`src/shared/ncdp_pkg.sv`:
```
// shared constants and types of the nibble datapath core
package ncdp_pkg;

  // apb byte addresses
  localparam logic [7:0] ADDR_CTRL0     = 8'h00;
  localparam logic [7:0] ADDR_STATUS    = 8'h04;
  localparam logic [7:0] ADDR_CMD       = 8'h08;
  localparam logic [7:0] ADDR_TABLE     = 8'h0C;
  localparam logic [7:0] ADDR_STACK     = 8'h10;
  localparam logic [7:0] RAM_WORD_BASE  = 8'h40;
  localparam logic [7:0] RAM_PAIR_BASE  = 8'hC0;

  // field positions and reset values
  localparam int         CTRL0_PTR_LSB  = 4;
  localparam logic [5:0] CTRL0_RESET    = 6'h03;
  localparam logic [7:0] PAIR_ZERO_RST  = 8'h00;
  localparam logic [9:0] POINTER_RESET  = 10'h000;
  localparam logic [3:0] PAIR_ZERO      = 4'h0;
  localparam logic [3:0] PAIR_LAST      = 4'hF;
  localparam logic [3:0] ACC_FULL       = 4'hF;

  // status-test operand low patterns
  localparam logic [2:0] TEST_KEY_A     = 3'h0;
  localparam logic [2:0] TEST_KEY_B     = 3'h3;
  localparam logic [2:0] TEST_KEY_C     = 3'h6;
  localparam logic [2:0] TEST_TIMER     = 3'h5;

  typedef enum logic [3:0] {
    OP_AND, OP_XOR, OP_OR, OP_ROTL, OP_ROTLZ, OP_INC, OP_CPADD,
    OP_XFER, OP_PORT_RD, OP_STATUS_TEST_OP, OP_HALT, OP_TABLE, OP_PUSH
  } ncdp_op_type;

  typedef enum {APB_IDLE, APB_WAIT, APB_DONE} ncdp_apb_type;

  typedef struct packed {
    logic [9:0] ret_addr;
    logic [3:0] operand;
    logic [3:0] opcode;
  } ncdp_cmd_type;

  typedef struct packed {
    logic       en;
    logic       pair;
    logic [4:0] addr;
    logic [7:0] data;
  } ncdp_ramreq_type;

endpackage

```
`src/ncdp_core.sv`:
```
// nibble cpu datapath: data memory, table pointer, accumulator, alu, flags
// Notes on behaviour
// - data memory holds 32 words of 4 bits each
// - memory words readable and writable singly or as 8-bit high/low pairs
// - reset clears pair zero to 00H, other words keep their contents
// - pair zero supplies low part of the table-read pointer
// - last pair doubles as storage of the saved return address
// - pointer is control bits 5:4 above the 8 bits of pair zero
// - table reference fetches program word at the pointer
// - pointer reads 000H after reset
// - 4-bit accumulator, not initialised by reset
// - 4-bit alu, mostly logical operations
// - status test sets flag when selected condition holds
// - status test clears flag when selected condition fails
// - leaving standby sets the flag
// - halt with wake condition true sets flag, no standby
// - halt with flag set and no wake clears flag, no standby
// - test patterns 000, 011, 110 true when any key input is high
// - test pattern 101 true when timer down counter is zero
// - operand bit 3 ORs in either side input being high
// - and/xor set carry to acc bit3 AND operand bit3
// - rotates load carry with acc bit 3 before rotation
// - increment and carry probe set carry when acc was 0FH
// - or, transfer and port read clear carry
//
// Design decisions made here: the placing of the registers and the APB slave port.
`timescale 1ns/1ps
module ncdp_core (
  // apb slave
  input  wire logic        pclk,
  input  wire logic        presetn,
  input  wire logic        psel,
  input  wire logic        penable,
  input  wire logic        pwrite,
  input  wire logic [7:0]  paddr,
  input  wire logic [31:0] pwdata,
  output logic      [31:0] prdata,
  output logic             pready,
  output logic             pslverr,
  // pins
  input  wire logic [3:0]  key_input_pins,
  input  wire logic        side_input_zero,
  input  wire logic        side_input_one,
  // neighbouring cpu logic
  input  wire logic        timer_zero,
  input  wire logic        wake_condition,
  input  wire logic        standby_exit,
  output logic             standby_req,
  // program memory
  output logic      [9:0]  table_read_pointer,
  input  wire logic [9:0]  rom_data
);
  import ncdp_pkg::*;

  ////////////////////////////////////////////////////////////////////////
  // pin synchronisers
  logic [5:0] pin_raw;
  logic [5:0] pin_s1;
  logic [5:0] pin_s2;
  logic [5:0] pin_s3;
  logic [5:0] pin_flt;
  logic [3:0] keys;
  logic       side_any;

  assign pin_raw = {side_input_one, side_input_zero, key_input_pins};

  genvar gi;
  for (gi = 0; gi < 6; gi++)
  begin : g_sync
    // a change counts only once the last two stages agree
    always_ff @(posedge pclk or negedge presetn)
    begin
      if (!presetn)
        {pin_s1[gi], pin_s2[gi], pin_s3[gi], pin_flt[gi]} <= 4'h0;
      else
      begin
        pin_s1[gi] <= pin_raw[gi];
        pin_s2[gi] <= pin_s1[gi];
        pin_s3[gi] <= pin_s2[gi];
        if (pin_s2[gi] == pin_s3[gi])
          pin_flt[gi] <= pin_s3[gi];
      end
    end
  end

  assign keys     = pin_flt[3:0];
  assign side_any = pin_flt[4] | pin_flt[5];

  ////////////////////////////////////////////////////////////////////////
  // apb decode and handshake
  ncdp_apb_type    apb_state;
  ncdp_apb_type    next_apb_state;
  logic [31:0]     next_prdata;
  logic            next_pready;
  logic            next_pslverr;
  logic            word_hit;
  logic            pair_hit;
  logic            reg_hit;
  logic            addr_ok;
  logic            wr_go;
  logic [4:0]      rd_addr;
  logic [4:0]      word_idx;
  logic [3:0]      pair_idx;
  logic [7:0]      rd_data;
  logic [7:0]      pair_zero;
  ncdp_ramreq_type ram_wr;

  logic [5:0]      ctrl0;
  logic [3:0]      acc;
  logic            carry_bit;
  logic            status_flag;
  logic            tbl_busy;
  logic [9:0]      tbl_data;
  logic [1:0]      stack_hi;

  always_comb
  begin
    word_hit = (paddr >= RAM_WORD_BASE) && (paddr < RAM_PAIR_BASE);
    pair_hit = (paddr >= RAM_PAIR_BASE);
    word_idx = 5'((paddr - RAM_WORD_BASE) >> 2);
    pair_idx = 4'((paddr - RAM_PAIR_BASE) >> 2);
    reg_hit  = (paddr == ADDR_CTRL0) || (paddr == ADDR_STATUS) || (paddr == ADDR_CMD)
            || (paddr == ADDR_TABLE) || (paddr == ADDR_STACK);
    addr_ok  = (paddr[1:0] == 2'h0) && (reg_hit || word_hit || pair_hit);
    if (word_hit)
      rd_addr = word_idx;
    else if (pair_hit)
      rd_addr = {1'h0, pair_idx};
    else
      rd_addr = {1'h0, PAIR_LAST};
    // write lands at the edge where the master sees pready high
    wr_go = (apb_state == APB_DONE) && psel && penable && pwrite && addr_ok;
  end

  always_comb
  begin
    next_apb_state = apb_state;
    next_prdata    = prdata;
    next_pready    = 1'h0;
    next_pslverr   = 1'h0;
    unique case (apb_state)
      APB_IDLE:
        if (psel && penable)
          next_apb_state = APB_WAIT;
      APB_WAIT:
      begin
        // memory read data is one cycle old here, hence the wait state
        next_apb_state = APB_DONE;
        next_pready    = 1'h1;
        next_pslverr   = !addr_ok;
        next_prdata    = 32'h0;
        if (addr_ok && !pwrite)
        begin
          if (word_hit)
            next_prdata = {28'h0, rd_data[3:0]};
          else if (pair_hit)
            next_prdata = {24'h0, rd_data};
          else if (paddr == ADDR_CTRL0)
            next_prdata = {26'h0, ctrl0};
          else if (paddr == ADDR_STATUS)
            next_prdata = {25'h0, tbl_busy, status_flag, carry_bit, acc};
          else if (paddr == ADDR_TABLE)
            next_prdata = {22'h0, tbl_data};
          else if (paddr == ADDR_STACK)
            next_prdata = {22'h0, stack_hi, rd_data};
        end
      end
      APB_DONE: next_apb_state = APB_IDLE;
    endcase
  end

  always_ff @(posedge pclk or negedge presetn)
  begin
    if (!presetn)
    begin
      apb_state <= APB_IDLE;
      prdata    <= 32'h0;
      pready    <= 1'h0;
      pslverr   <= 1'h0;
    end
    else
    begin
      apb_state <= next_apb_state;
      prdata    <= next_prdata;
      pready    <= next_pready;
      pslverr   <= next_pslverr;
    end
  end

  ////////////////////////////////////////////////////////////////////////
  // command execution: alu, flags, table and stack
  ncdp_cmd_type cmd;
  ncdp_op_type  op;
  logic         cmd_go;
  logic         test_true;
  logic [3:0]   operand;
  logic [5:0]   next_ctrl0;
  logic [3:0]   next_acc;
  logic         next_carry;
  logic         next_flag;
  logic         next_standby;
  logic         next_tbl_busy;
  logic [9:0]   next_tbl_data;
  logic [9:0]   next_pointer;
  logic [1:0]   next_stack_hi;

  assign cmd     = ncdp_cmd_type'(pwdata[17:0]);
  assign op      = ncdp_op_type'(cmd.opcode);
  assign operand = cmd.operand;
  assign cmd_go  = wr_go && (paddr == ADDR_CMD);

  always_comb
  begin
    unique case (operand[2:0])
      TEST_KEY_A, TEST_KEY_B, TEST_KEY_C:
        test_true = |keys;
      TEST_TIMER:
        test_true = timer_zero;
      default:
        test_true = 1'h0;
    endcase
    if (operand[3])
      test_true = test_true | side_any;
  end

  always_comb
  begin
    next_ctrl0    = ctrl0;
    next_acc      = acc;
    next_carry    = carry_bit;
    next_flag     = status_flag;
    next_standby  = 1'h0;
    next_tbl_busy = 1'h0;
    next_tbl_data = tbl_data;
    next_stack_hi = stack_hi;
    next_pointer  = {ctrl0[CTRL0_PTR_LSB +: 2], pair_zero};
    ram_wr        = '0;
    if (wr_go && paddr == ADDR_CTRL0)
      next_ctrl0 = pwdata[5:0];
    if (wr_go && (word_hit || pair_hit))
      ram_wr = '{en: 1'h1, pair: pair_hit, addr: rd_addr, data: pwdata[7:0]};
    // rom is read asynchronously; data settle the cycle after the request
    if (tbl_busy)
      next_tbl_data = rom_data;
    if (cmd_go)
    begin
      // a 4-bit alu; logic ops lead, arithmetic is only increment
      unique case (op)
        OP_AND:     {next_carry, next_acc} = {acc[3] & operand[3], acc & operand};
        OP_XOR:     {next_carry, next_acc} = {acc[3] & operand[3], acc ^ operand};
        OP_OR:      {next_carry, next_acc} = {1'h0, acc | operand};
        OP_ROTL:    {next_carry, next_acc} = {acc[3], acc[2:0], acc[3]};
        OP_ROTLZ:   {next_carry, next_acc} = {acc[3], acc[2:0], 1'h0};
        OP_INC:     {next_carry, next_acc} = {acc == ACC_FULL, 4'(acc + 4'h1)};
        OP_CPADD:   next_carry = (acc == ACC_FULL);
        OP_XFER:    {next_carry, next_acc} = {1'h0, operand};
        OP_PORT_RD: {next_carry, next_acc} = {1'h0, keys};
        OP_STATUS_TEST_OP:    next_flag = test_true;
        OP_HALT:
          if (wake_condition)
            next_flag = 1'h1;
          else if (status_flag)
            next_flag = 1'h0;
          else
            next_standby = 1'h1;
        OP_TABLE:   next_tbl_busy = 1'h1;
        OP_PUSH:
        begin
          ram_wr        = '{en: 1'h1, pair: 1'h1, addr: {1'h0, PAIR_LAST},
                            data: cmd.ret_addr[7:0]};
          next_stack_hi = cmd.ret_addr[9:8];
        end
        default:    next_acc = acc;
      endcase
    end
    // set wins over any clear in the same cycle
    if (standby_exit)
      next_flag = 1'h1;
  end

  ncdp_ram u_ram (
    .pclk      (pclk),
    .presetn   (presetn),
    .wr        (ram_wr),
    .rd_addr   (rd_addr),
    .rd_pair   (!word_hit),
    .rd_data   (rd_data),
    .pair_zero (pair_zero)
  );

  // accumulator and upper stack bits are deliberately left unreset
  always_ff @(posedge pclk)
  begin
    acc      <= next_acc;
    stack_hi <= next_stack_hi;
  end

  always_ff @(posedge pclk or negedge presetn)
  begin
    if (!presetn)
    begin
      ctrl0              <= CTRL0_RESET;
      carry_bit          <= 1'h0;
      status_flag        <= 1'h0;
      standby_req        <= 1'h0;
      tbl_busy           <= 1'h0;
      tbl_data           <= 10'h000;
      table_read_pointer <= POINTER_RESET;
    end
    else
    begin
      ctrl0              <= next_ctrl0;
      carry_bit          <= next_carry;
      status_flag        <= next_flag;
      standby_req        <= next_standby;
      tbl_busy           <= next_tbl_busy;
      tbl_data           <= next_tbl_data;
      table_read_pointer <= next_pointer;
    end
  end
endmodule

```
`src/ncdp_ram.sv`:
```
// 32 x 4 data memory with single and pair access
`timescale 1ns/1ps
module ncdp_ram (
  // clock and reset
  input  wire logic                    pclk,
  input  wire logic                    presetn,
  // write side
  input  wire ncdp_pkg::ncdp_ramreq_type wr,
  // read side
  input  wire logic [4:0]              rd_addr,
  input  wire logic                    rd_pair,
  output logic      [7:0]              rd_data,
  output logic      [7:0]              pair_zero
);
  import ncdp_pkg::*;

  // pair zero lives in flops so it can be cleared; the rest keeps data
  logic [3:0] mem [0:31];
  logic [7:0] next_pair_zero;
  logic [3:0] lo_word;
  logic [3:0] hi_word;
  logic [7:0] next_rd_data;

  always_comb
  begin
    next_pair_zero = pair_zero;
    if (wr.en && wr.addr[3:0] == PAIR_ZERO)
    begin
      if (wr.pair)
        next_pair_zero = wr.data;
      else if (wr.addr[4])
        next_pair_zero[7:4] = wr.data[3:0];
      else
        next_pair_zero[3:0] = wr.data[3:0];
    end
    lo_word = (rd_addr[3:0] == PAIR_ZERO) ? pair_zero[3:0] : mem[{1'h0, rd_addr[3:0]}];
    hi_word = (rd_addr[3:0] == PAIR_ZERO) ? pair_zero[7:4] : mem[{1'h1, rd_addr[3:0]}];
    next_rd_data = rd_pair ? {hi_word, lo_word}
                           : {4'h0, (rd_addr[4] ? hi_word : lo_word)};
  end

  // no reset on the array: contents survive a reset
  always_ff @(posedge pclk)
  begin
    if (wr.en && wr.pair)
    begin
      mem[{1'h0, wr.addr[3:0]}] <= wr.data[3:0];
      mem[{1'h1, wr.addr[3:0]}] <= wr.data[7:4];
    end
    else if (wr.en)
      mem[wr.addr] <= wr.data[3:0];
  end

  always_ff @(posedge pclk or negedge presetn)
  begin
    if (!presetn)
    begin
      pair_zero <= PAIR_ZERO_RST;
      rd_data   <= 8'h00;
    end
    else
    begin
      pair_zero <= next_pair_zero;
      rd_data   <= next_rd_data;
    end
  end

endmodule

```
`config.mk`:
```
export PLATFORM = sky130hd
export DESIGN_NAME = ncdp_core
export DESIGN_NICKNAME = d
export VERILOG_FILES = /design/src/shared/ncdp_pkg.sv /design/src/ncdp_core.sv /design/src/ncdp_ram.sv
export SDC_FILE = /design/constraint.sdc
export NUM_CORES = 1
export LEC_CHECK = 0
export BUFFER_PORTS_ARGS = -buffer_cell sky130_fd_sc_hd__buf_2
export CAP_MARGIN = 20
export CORE_MARGIN = 3
export CORE_UTILIZATION = 40
export CTS_CLUSTER_DIAMETER = 60
export DETAILED_ROUTE_END_ITERATION = 7
export HOLD_SLACK_MARGIN = 0.03
export PLACE_DENSITY_LB_ADDON = 0.25
export SYNTH_ARGS = -nofsm -noshare
export SYNTH_HDL_FRONTEND = slang
export SYNTH_SLANG_ARGS = --single-unit
```
`constraint.sdc`:
```
create_clock -name pclk -period 4.8 [get_ports pclk]
set_clock_uncertainty 0.05 [all_clocks]
set_input_delay 0.24 -clock pclk [delete_from_list [all_inputs] [get_ports pclk]]
set_output_delay 0.24 -clock pclk [all_outputs]
set_load 0.005 [all_outputs]
```
Word level (Yosys, flattened, before mapping). Memory sizes are Yosys's and may differ from the RTL's. Cells that the tools add are included.

Bits in registers: 142. Bits in writable memories: 128. Output and inout bits: 45. Word-level logic and storage cells: 176. Memories kept: 1.

Add/subtract/negate cells: 3. Order comparisons: 3. Eq/ne operators: 31. Mux-type cells: 45. Bitwise gates (word level): 6. Reductions and logical operators: 47.

Memory list: u_ram.mem (depth 32, bits a word 4, rd ports 2, clocked after Yosys merged registers in 0, wr ports 2, line ncdp_ram.sv:18) `logic [3:0] mem [0:31];`.

Operator list (count): 32-bit case mux with 3 select lines (1); 10-bit two-way mux (7); 15-bit two-way mux (3); 32-bit by 1-bit == test with 1-bit output (second input constant) (1); 32-bit by 2-bit == test with 1-bit output (second input constant) (1); 32-bit by 3-bit == test with 1-bit output (second input constant) (1); 32-bit logical NOT (1); 32-bit two-way mux (1); 4-bit case mux with 8 select lines (1); 4-bit two-way mux (7); 4-bit == test (second input constant) (6); 1-bit two-way mux (18); 4-bit by 3-bit == test with 1-bit output (second input constant) (4); 8-bit by 4-bit == test with 1-bit output (second input constant) (2); 8-bit two-way mux (2); 1-bit logical AND (13); 4-bit logical NOT (3); 2-bit AND reduction (6); 5-bit two-way mux (2); 4-bit by 2-bit == test with 1-bit output (second input constant) (2); 8-bit by 3-bit == test with 1-bit output (second input constant) (1); 8-bit by 5-bit == test with 1-bit output (second input constant) (1); 8-bit by 7-bit >= comparator with 1-bit output (second input constant) (1); 8-bit >= comparator (second input constant) (1); other kinds (29) (49).

Logic depth before layout (Yosys ltp). Gate-level depths: netlist of the first run.

Depth in word-level cells: 18. Depth in mapped cells: 10. Depth with buffers taken out: 8.

Hierarchy. From an unflattened synthesis of the first run, not the netlist that was laid out.

Cell total of the unflattened synthesis: 806. Area total of the unflattened synthesis: 10588.9 um2.

Modules (own cells, without submodules): ncdp_ram (instances 1, cells an instance 433, area an instance 6678.9 um2, sequential area each 4124.0 um2); ncdp_core (instances 1, cells an instance 373, area an instance 3910.0 um2, sequential area each 1884.3 um2).

Worst setup path before layout of the first run. OpenSTA, ideal clock, no wires.

Path type: input to register. From: input paddr[6]. To: memory u_ram.mem[20][0] (enable). Data arrival time: 2263 ps. Slack: 2126 ps. Stages on the path: 10. Buffers on the path: 2. Cell sequence: inv_1 ha_1 or2_0 buf_2 a22oi_2 buf_6 nor2_4 o21ai_0 or2_1 nor3_1.

RTL lines: start: declaration (line ncdp_core.sv:35) `input wire logic [7:0] paddr,`; end: declaration (line ncdp_ram.sv:18).

==> results.sh, run 1 <==
export IMPL_outcome="completed"
export IMPL_cts_sinks=218
export IMPL_grt_pass1_vias=7993
export IMPL_tritoncts="yes"
export IMPL_worstPathCellList="inv_1 -> ha_1 -> nand4_1 -> nand4b_1 -> nor2_1 -> buf_4 -> a22oi_2 -> inv_1"
export IMPL_coreArea_um2=26350
export IMPL_slowest_stage="a22oi_2"
export IMPL_grtUsageTotal=0.2052
export IMPL_syn2layout_area_growth_pct=15.15
export IMPL_setup_viol=0
export IMPL_post_cts_resized=0
export IMPL_grt_busiest_layer="met2"
export IMPL_fin_nets=1112
export IMPL_peakVddDrop_v=0.0002061
export IMPL_via_per_inst=5.692
export IMPL_grt_max_degree=52
export IMPL_cts_buffers=26
export IMPL_diodes=0
export IMPL_seqCellArea_um2=6128
export IMPL_route_vias_total=7883
export IMPL_cp_max_fo=18
export IMPL_p_leak_nw=4.637
export IMPL_synth_top_area_frac=0.3703
export IMPL_die_area_um2=29180
export IMPL_synth_seq_cells=218
export IMPL_synth_area_per_cell_um2=11.43
export IMPL_die_w_um=170.8
export IMPL_io_buffers=72
export IMPL_grtUsageMet1=0.2789
export IMPL_power_density_nw_per_um2=349.7
export IMPL_yosys_most_used_dff="edfxtp_1"
export IMPL_grt_setup_unrepaired="false"
export IMPL_start_util=0.4123
export IMPL_grt_antenna_before_repair=0
export IMPL_max_stage_delay_ns=0.87
export IMPL_cp_arrival_ns=3.50
export IMPL_gp_congestion=0.9095
export IMPL_yosysTopAreaCell="edfxtp_1"
export IMPL_dpl_hpwl_um=20080
export IMPL_tns_ns=0
export IMPL_drive_above_1_share=0.1733
export IMPL_yosys_warnings=0
export IMPL_clk_latency_ns=0.52
export IMPL_min_period_ns=3.443
export IMPL_path_clk_slew_ns=0.06
export IMPL_wl_um=30000
export IMPL_first_pass_iters=5
export IMPL_start_kind="register"
export IMPL_critical_path_endpoint_type="register"
export IMPL_async_flop_share=0.3853
export IMPL_met2_usage=0.3387
export IMPL_fin_crit_sh=0.7173
export IMPL_drv_cap=0
export IMPL_synth_area_top_cells="edfxtp_1 (37%), dfrtp_1 (19%), mux2i_1 (4.6%), nand2_1 (3.9%), o21ai_0 (3.7%)"
export IMPL_grt_first_pass_wirelength_um=46440
export IMPL_cpLargestDelayFamily="buffers and inverters"
export IMPL_hp_class="input pin to register"
export IMPL_syn_inst=951
export IMPL_multi_input_area_um2=4265
export IMPL_crit_path_frequent_cell="inv_1"
export IMPL_avgRoutedWirePerCell_um=21.66
export IMPL_worstSetupPathType="register to register"
export IMPL_use_met3=0.03304
export IMPL_rows=59
export IMPL_htreeDepth=1
export IMPL_slew_headroom=0.2846
export IMPL_die_h_um=170.8
export IMPL_drc=0
export IMPL_antenna_left=0
export IMPL_seq_area_frac_synth=0.5640
export IMPL_dpl_cell_count=1314
export IMPL_grt_ovfl_total=0
export IMPL_worst_slew_pin_slew_ns=1.073
export IMPL_synth_edf_count=134
export IMPL_nFillCells=2374
export IMPL_worst_ep_required_time_ns=4.86
export IMPL_post_synth_num_cell_types=76
export IMPL_clockBufferDepth=3
export IMPL_crit_buf_inv=3
export IMPL_io_pins=109
export IMPL_slew_violations=0
export IMPL_max_freq_mhz=290.5
export IMPL_hold_viol=0
export IMPL_cts_root_buf="clkbuf_16"
export IMPL_instances_no_fill=1385
export IMPL_synth_area_um2=10870
export IMPL_first_iter_violations=771
per-layer routing:
metal,share of wire,routed length [um],vias up
li1,-,-,3638
met3,0.068,2052,71
met4,0.030,898,0
met5,0,0,-
met2,0.47,14240,322
met1,0.43,12800,3852
metrics by stage:
step	hold WS [ns]	setup slack [ns]	instance area (um2)	utilization	total power (W)
3_5_place_dp	0.1582	1.223	11430	0.4336	0.002478
4_1_cts	0.06307	1.470	12510	0.4748	0.004402
5_1_grt	0.06626	1.181	12510	0.4748	0.004536
2_1_floorplan	-0.1056	2.126	10940	-	0.002340
6_report	0.06968	1.357	12510	0.4748	0.004375
3_3_place_gp	0.1541	1.321	11430	0.4336	0.002472
cells in the final DEF, fill, tap and decap left out, drive strengths merged, types with 12 or more instances in the layout:
cell type,instances
a21oi,41
o21ai,80
nand3,24
ha,16
mux2i,50
edfxtp,134
nand2b,13
nand2,113
conb,22
dlygate4sd3,25
o22ai,13
nor2,55
a22o,15
clkbuf,34
mux2,23
inv,31
dfrtp,82
buf,90
nor3,12
final cells by class:
| type | count | area share |
|---|---|---|
| flip-flops and latches | 218 | 0.4898 |
| multi-input cells | 640 | 0.3409 |
| repair buffers | 115 | 0.05980 |
| clock buffers | 34 | 0.05690 |
| well taps | 335 | 0.03350 |
| clock inverters | 12 | 0.009800 |
| inverters | 31 | 0.009300 |
flip-flops by register name (all words and copies together) (netlist names), 4 cells and up:
register,count
acc,4
ctrl0,6
keys,4
pin_s1,6
pin_s2,6
pin_s3,6
prdata,10
table_read_pointer,10
tbl_data,10
u_ram.mem,128
u_ram.pair_zero,8
u_ram.rd_data,8
path summary, 6_finish.rpt:
check | slack [ns] | depth (start not counted) | end | from
max | 1.36 | 8 | u_ram.mem[4][1]$_DFFE_PP_ | apb_state[0]$_DFFE_PN0P_
min | 0.07 | 2 | ctrl0[5]$_DFFE_PN0P_ | pwdata[5]
max reg2reg | 1.36 | 8 | u_ram.mem[4][1]$_DFFE_PP_ | apb_state[0]$_DFFE_PN0P_
min reg2reg | 0.30 | 0 | pin_s2[1]$_DFF_PN0_ | pin_s1[1]$_DFF_PN0_
max in group asynchronous | 3.57 | 3 | u_ram.rd_data[3]$_DFF_PN0_ | presetn
min in group asynchronous | 0.14 | 2 | standby_req$_DFF_PN0_ | presetn
report_power, final:
group | leakage [nW] | switching, W | internal [W]
registers | 2.02 | 0.0000242 | 0.00202
clock network | 0.409 | 0.000765 | 0.00115
logic | 2.21 | 0.000265 | 0.000145
synthesized netlist by cell type (8+ instances only):
cell	n
edfxtp_1	134
nand2_1	113
dfrtp_1	82
o21ai_0	80
nor2_1	53
mux2i_1	50
a21oi_1	40
clkbuf_1	34
inv_1	29
buf_4	27
mux2_2	23
nand3_1	23
buf_2	16
ha_1	16
a22o_1	15
nand2b_1	13
o22ai_1	13
nor3_1	12
nor2b_1	11
o211ai_1	10
a31oi_1	9
mux4_2	9
a22oi_1	8
kinds of logic after synthesis:
family | Yosys count | share of synthesized area
XOR/XNOR | 4 | 0.003225
other | 1 | 0.0003451
flip-flops | 218 | 0.5640
adder cells (fa/ha/maj) | 23 | 0.02487
AO/OA/AOI/OAI | 249 | 0.1566
multiplexers | 82 | 0.08855
buffers and inverters | 114 | 0.05124
AND/OR/NAND/NOR | 260 | 0.1111
timing repair:
item                                   in CTS  in global routing
hold buffers                               25                  0
endpoints found under the hold margin      56                  0
setup buffers                               0                  0
Note: power is estimated with default switching activity, not from simulation.
==> run 2: changes to the inputs <==
==> constraint.sdc (replaced) <==
create_clock -name pclk -period 2.91 [get_ports pclk]
set_clock_uncertainty 0.05 [all_clocks]
set_input_delay 0.1455 -clock pclk [delete_from_list [all_inputs] [get_ports pclk]]
set_output_delay 0.1455 -clock pclk [all_outputs]
set_load 0.005 [all_outputs]
==> run 2 against run 1 <==
Combinational power increased by 76%. First-iteration DRC count rose by 2.6%. Via count grew 3.2%. Critical path type unchanged. Power up 69%. Largest cell class unchanged. Flip-flop and latch count is the same. Final cell count rose by 4.8%. Critical path depth up 1. Clock power rose by 72%. Die area is the same.
==> results.sh, run 2 (synthesis gave the netlist of run 1 again) <==
export IMPL_outcome="completed"
export IMPL_grt_antenna_before_repair=0
export IMPL_avgRoutedWirePerCell_um=20.74
export IMPL_worstSetupPathType="register to register"
export IMPL_htreeDepth=1
export IMPL_die_w_um=170.8
export IMPL_syn2layout_area_growth_pct=20.97
export IMPL_fin_crit_sh=0.9472
export IMPL_tritoncts="yes"
export IMPL_io_buffers=72
export IMPL_nFillCells=2336
export IMPL_clockBufferDepth=3
export IMPL_fin_nets=1176
export IMPL_grtUsageTotal=0.2058
export IMPL_cts_sinks=218
export IMPL_antenna_left=0
export IMPL_min_period_ns=2.756
export IMPL_io_pins=109
export IMPL_die_area_um2=29180
export IMPL_path_clk_slew_ns=0.06
export IMPL_wl_um=30090
export IMPL_coreArea_um2=26350
export IMPL_grt_ovfl_total=0
export IMPL_via_per_inst=5.606
export IMPL_clk_latency_ns=0.53
export IMPL_largest_register_ffs=128
export IMPL_ff2ff_setup_slack_ns=0.15
export IMPL_slew_violations=0
export IMPL_p_int_w=0.005626
export IMPL_critical_path_endpoint_type="register"
export IMPL_cts_root_buf="clkbuf_16"
export IMPL_pwr_share_clk=0.446
export IMPL_power_frac_comb=0.097
export IMPL_multi_input_area_um2=4268
export IMPL_cp_max_fo=11
export IMPL_diodes=0
export IMPL_drv_cap=0
export IMPL_hp_class="input pin to register"
export IMPL_cp_arrival_ns=2.95
export IMPL_worst_slew_pin_slew_ns=0.8182
export IMPL_final_common_cell="edfxtp_1"
export IMPL_first_pass_iters=5
export IMPL_setup_viol=0
export IMPL_start_util=0.4123
export IMPL_max_freq_mhz=362.8
export IMPL_start_kind="register"
export IMPL_grt_pass1_vias=8172
export IMPL_grt_setup_unrepaired="false"
export IMPL_most_common_layout_cells="edfxtp_1 (134), nand2_1 (113), dfrtp_1 (82), o21ai_0 (80), buf_2 (71)"
export IMPL_gp_congestion=0.9097
export IMPL_tns_ns=0
export IMPL_p_leak_nw=5.005
export IMPL_power_density_nw_per_um2=563.6
export IMPL_grt_max_degree=65
export IMPL_dpl_hpwl_um=21200
export IMPL_p_sw_frac=0.2407
export IMPL_slew_headroom=0.4545
export IMPL_seqCellArea_um2=6128
export IMPL_p_sw_w=0.001783
export IMPL_rows=59
export IMPL_drive_above_1_share=0.2222
export IMPL_final_core_util=0.4987
export IMPL_drc=0
export IMPL_first_iter_violations=791
export IMPL_route_vias_total=8134
export IMPL_cts_buffers=26
export IMPL_hold_viol=0
export IMPL_top_register="u_ram.mem"
export IMPL_die_h_um=170.8
export IMPL_seq_power_share=0.456
export IMPL_peakVddDrop_v=0.0004372
export IMPL_worst_ep_required_time_ns=3.10
export IMPL_holdWs_ns=0.06527
export IMPL_grt_first_pass_wirelength_um=46660
[run 2: cell types whose count changed in the layout (fill, tap and decap cells not counted), moves of 3 or more]
cell and delta:
clkbuf_1 -5, dlygate4sd3_1 +6, clkinv_2 +4, buf_12 +6
clkinv_4 -4, clkinvlp_4 +3, buf_4 +51
[run 2: timing repair]
item                                   in CTS  in global routing
setup endpoints to repair                   0                  4
setup buffers                               0                  0
hold buffers                               31                  0
gates resized for setup                     0                  1
endpoints found under the hold margin      95                  0
[run 2: worst paths after layout]
path / start / endpoint / cells past startpoint
worst min-delay path: pwdata[14] / u_ram.pair_zero[6]$_DFFE_PN0P_ / 4
worst min register to register: pin_s1[3]$_DFF_PN0_ / pin_s2[3]$_DFF_PN0_ / 0
worst max register to register: apb_state[0]$_DFFE_PN0P_ / u_ram.mem[29][3]$_DFFE_PP_ / 9
min in group asynchronous: presetn / standby_req$_DFF_PN0_ / 2
max in group asynchronous: presetn / ctrl0[1]$_DFFE_PN1P_ / 3
worst max-delay path: apb_state[0]$_DFFE_PN0P_ / u_ram.mem[29][3]$_DFFE_PP_ / 9
[run 2: worst max-delay path: stages (launching register included)]
cell and delay (ns):
dfrtp_1 0.39, inv_1 0.09, ha_1 0.16, nand4_1 0.17, or2_2 0.45, a211oi_1 0.22
buf_4 0.23, nand3_1 0.22, o31ai_1 0.30, buf_4 0.19
[run 2: metrics by stage]
step,cell area [um2],power [W],setup WS [ns],cells
floorplan,10940,0.003859,0.2614,972
global placement,11930,0.004115,0.1336,1371
detailed placement,11930,0.004123,0.07980,1371
CTS,13140,0.007456,0.1396,1450
global route,13140,0.007704,0.01838,1451
finish,13140,0.007408,0.1537,1451
[run 2: power by group through the flow]
stage | Sequential [W] | Clock [W] | Combinational [W]
final | 0.00338 | 0.00331 | 0.000721
after global routing | 0.00339 | 0.00352 | 0.000801
after CTS | 0.00338 | 0.00336 | 0.000714
after detailed placement | 0.00344 | 0 | 0.000682
after global placement | 0.00344 | 0 | 0.000675
after floorplan | 0.00343 | 0 | 0.000426
[run 2: cell type report]
cell class	instances	area share
well taps	335	0.03189
repair buffers	179	0.1001
clock buffers	31	0.05654
multi-input cells	640	0.3247
flip-flops and latches	218	0.4663
inverters	31	0.008853
clock inverters	17	0.01161
[run 2: metal layers]
layer	GRT usage	wire length (um)	vias up
met5	0	0	-
met4	0.06928	894	0
met3	0.03373	1866	56
met2	0.3409	14360	310
met1	0.2770	12970	3985
li1	-	-	3783
==> run 3: changes to the inputs <==
--- a/config.mk
+++ b/config.mk
@@ -7,9 +7,10 @@
 export LEC_CHECK = 0
 export BUFFER_PORTS_ARGS = -buffer_cell sky130_fd_sc_hd__buf_2
 export CAP_MARGIN = 20
-export CORE_MARGIN = 3
+export CORE_MARGIN = 2
 export CORE_UTILIZATION = 40
 export CTS_CLUSTER_DIAMETER = 60
+export CTS_CLUSTER_SIZE = 14
 export DETAILED_ROUTE_END_ITERATION = 7
 export HOLD_SLACK_MARGIN = 0.03
 export PLACE_DENSITY_LB_ADDON = 0.25
==> run 3 against run 2 <==
Final cell count stayed put. Combinational power grew 0.7%. Design area down 1.5%. Sequential power barely moved. Clock power fell by 18%. Core utilization shrank 1.6 points. Critical path type unchanged. Largest power group unchanged.
==> results.sh, run 3 (synthesis gave the netlist of run 1 again) <==
export IMPL_die_h_um=168.8
export IMPL_setup_viol=0
export IMPL_outcome="completed"
export IMPL_avgRoutedWirePerCell_um=20.75
export IMPL_seqCellArea_um2=6128
export IMPL_grt_ovfl_total=0
export IMPL_first_iter_violations=746
export IMPL_post_cts_buffers=0
export IMPL_final_common_cell="edfxtp_1"
export IMPL_peakVddDrop_v=0.0003137
export IMPL_whs_endpoint="u_ram.pair_zero[6]$_DFFE_PN0P_"
export IMPL_coreArea_um2=26800
export IMPL_cp_arrival_ns=2.83
export IMPL_max_stage_delay_ns=0.40
export IMPL_cts_root_buf="clkbuf_16"
export IMPL_grt_setup_unrepaired="false"
export IMPL_hold_start="pwdata[14]"
export IMPL_p_leak_nw=4.898
export IMPL_cts_sinks=218
export IMPL_power_density_nw_per_um2=526.1
export IMPL_top_register="u_ram.mem"
export IMPL_gp_congestion=0.8805
export IMPL_rr_worst_depth=8
export IMPL_clk_latency_ns=0.51
export IMPL_ff2ff_setup_slack_ns=0.19
export IMPL_die_w_um=168.8
export IMPL_multi_input_area_um2=4278
export IMPL_max_freq_mhz=367.6
export IMPL_via_per_inst=5.615
export IMPL_htreeDepth=1
export IMPL_fin_area_um2=12950
export IMPL_die_area_um2=28500
export IMPL_final_core_util=0.4832
export IMPL_start_util=0.4054
export IMPL_drive_above_1_share=0.2166
export IMPL_fin_crit_sh=0.9347
export IMPL_worst_ep_required_time_ns=3.01
export IMPL_startpoint="apb_state[0]$_DFFE_PN0P_"
export IMPL_syn2layout_area_growth_pct=19.18
export IMPL_cts_buffers=22
export IMPL_worstPathCellList="inv_1 -> ha_1 -> nand4_1 -> or2_2 -> buf_4 -> a2111oi_2 -> o21ai_0 -> nor2_1"
export IMPL_min_period_ns=2.720
export IMPL_route_vias_total=8147
export IMPL_tns_ns=0
export IMPL_r2r_start="apb_state[0]$_DFFE_PN0P_"
export IMPL_grt_max_degree=69
export IMPL_total_power_w=0.006814
export IMPL_grt_antenna_before_repair=2
export IMPL_tritoncts="yes"
export IMPL_drc=0
export IMPL_path_clk_slew_ns=0.06
export IMPL_dpl_hpwl_um=21470
export IMPL_grt_first_pass_wirelength_um=47140
export IMPL_hold_depth=4
export IMPL_antenna_left=0
export IMPL_io_buffers=72
export IMPL_dpl_cell_count=1379
export IMPL_wl_um=30110
export IMPL_instances_no_fill=1451
export IMPL_largest_register_ffs=128
export IMPL_hold_viol=0
export IMPL_grtUsageTotal=0.2136
export IMPL_placed_area_um2=11940
export IMPL_critical_path_endpoint_type="register"
export IMPL_grt_pass1_vias=8202
export IMPL_most_common_layout_cells="edfxtp_1 (134), nand2_1 (113), dfrtp_1 (82), o21ai_0 (80), buf_4 (73)"
export IMPL_slew_violations=0
export IMPL_nFillCells=2422
export IMPL_clockBufferDepth=3
export IMPL_io_pins=109
export IMPL_worst_slew_pin_slew_ns=0.7008
export IMPL_slowest_stage="dfrtp_1"
export IMPL_cp_max_fo=4
export IMPL_hp_class="input pin to register"
export IMPL_first_pass_iters=7
export IMPL_worstSetupPathType="register to register"
export IMPL_drv_cap=0
export IMPL_start_kind="register"
export IMPL_fin_nets=1172
export IMPL_slew_headroom=0.5313
export IMPL_rows=60
export IMPL_regToRegEndpoint="u_ram.mem[19][1]$_DFFE_PP_"
==> run 3: cell count changes in the layout (fill, tap and decap cells not counted), sizes merged, moves of 2 or more <==
cell and delta:
diode +2, clkinv -5, bufinv -2, clkinvlp -2, buf +2
==> run 3: worst max-delay path by stage <==
stage	end	slack, ns	depth (start not counted)
floorplan	u_ram.mem[30][0]$_DFFE_PP_	0.26	9
global placement	u_ram.mem[8][1]$_DFFE_PP_	0.17	10
detailed placement	u_ram.mem[22][1]$_DFFE_PP_	0.11	10
CTS	u_ram.mem[22][1]$_DFFE_PP_	0.1	9
global route	u_ram.mem[19][3]$_DFFE_PP_	0.02	8
finish	u_ram.mem[19][1]$_DFFE_PP_	0.19	8
==> run 3: timing repair <==
item / CTS / global route
resized for setup: 0 / 4
hold buffers: 30 / 0
hold endpoints to repair: 112 / 0
endpoints found under the setup margin: 0 / 12
==> run 3: layout make-up <==
type                    count  area share
flip-flops and latches    218      0.4732
multi-input cells         640      0.3303
repair buffers            179      0.1007
clock buffers              33     0.04889
well taps                 341     0.03295
inverters                  31    0.008986
clock inverters             7    0.004541
diodes                      2   0.0003865
==> run 3: metal layers <==
layer	track usage	wire length, um
met1	0.2820	12810
met2	0.3546	14320
met3	0.04162	2073
met4	0.07084	901
met5	0	0
==> run 3: power by group <==
| part | total [W] | leakage (nW) | internal, W | switching, W |
|---|---|---|---|---|
| sequential | 0.00338 | 2.02 | 0.00334 | 0.0000413 |
| clock | 0.00271 | 0.334 | 0.00153 | 0.00118 |
| combinational | 0.000726 | 2.54 | 0.000279 | 0.000447 |
| total | 0.00681 | 4.90 | 0.00514 | 0.00167 |
==> run 3: through the flow <==
stage | setup slack (ns) | hold WS, ns
after floorplan | 0.2614 | -0.2001
after global routing | 0.01582 | 0.07867
after CTS | 0.09910 | 0.03841
after detailed placement | 0.1120 | -0.02292
final | 0.1899 | 0.06532
after global placement | 0.1744 | -0.02684
==> run 3: critical path, delay by kind of cell (launching register included) <==
family	cells	cell delay, ns
AOI/OAI and AO/OA	2	0.59
adders and majority gates	1	0.14
buffers and inverters	2	0.26
DFF	1	0.40
and+or+nand+nor	3	0.93
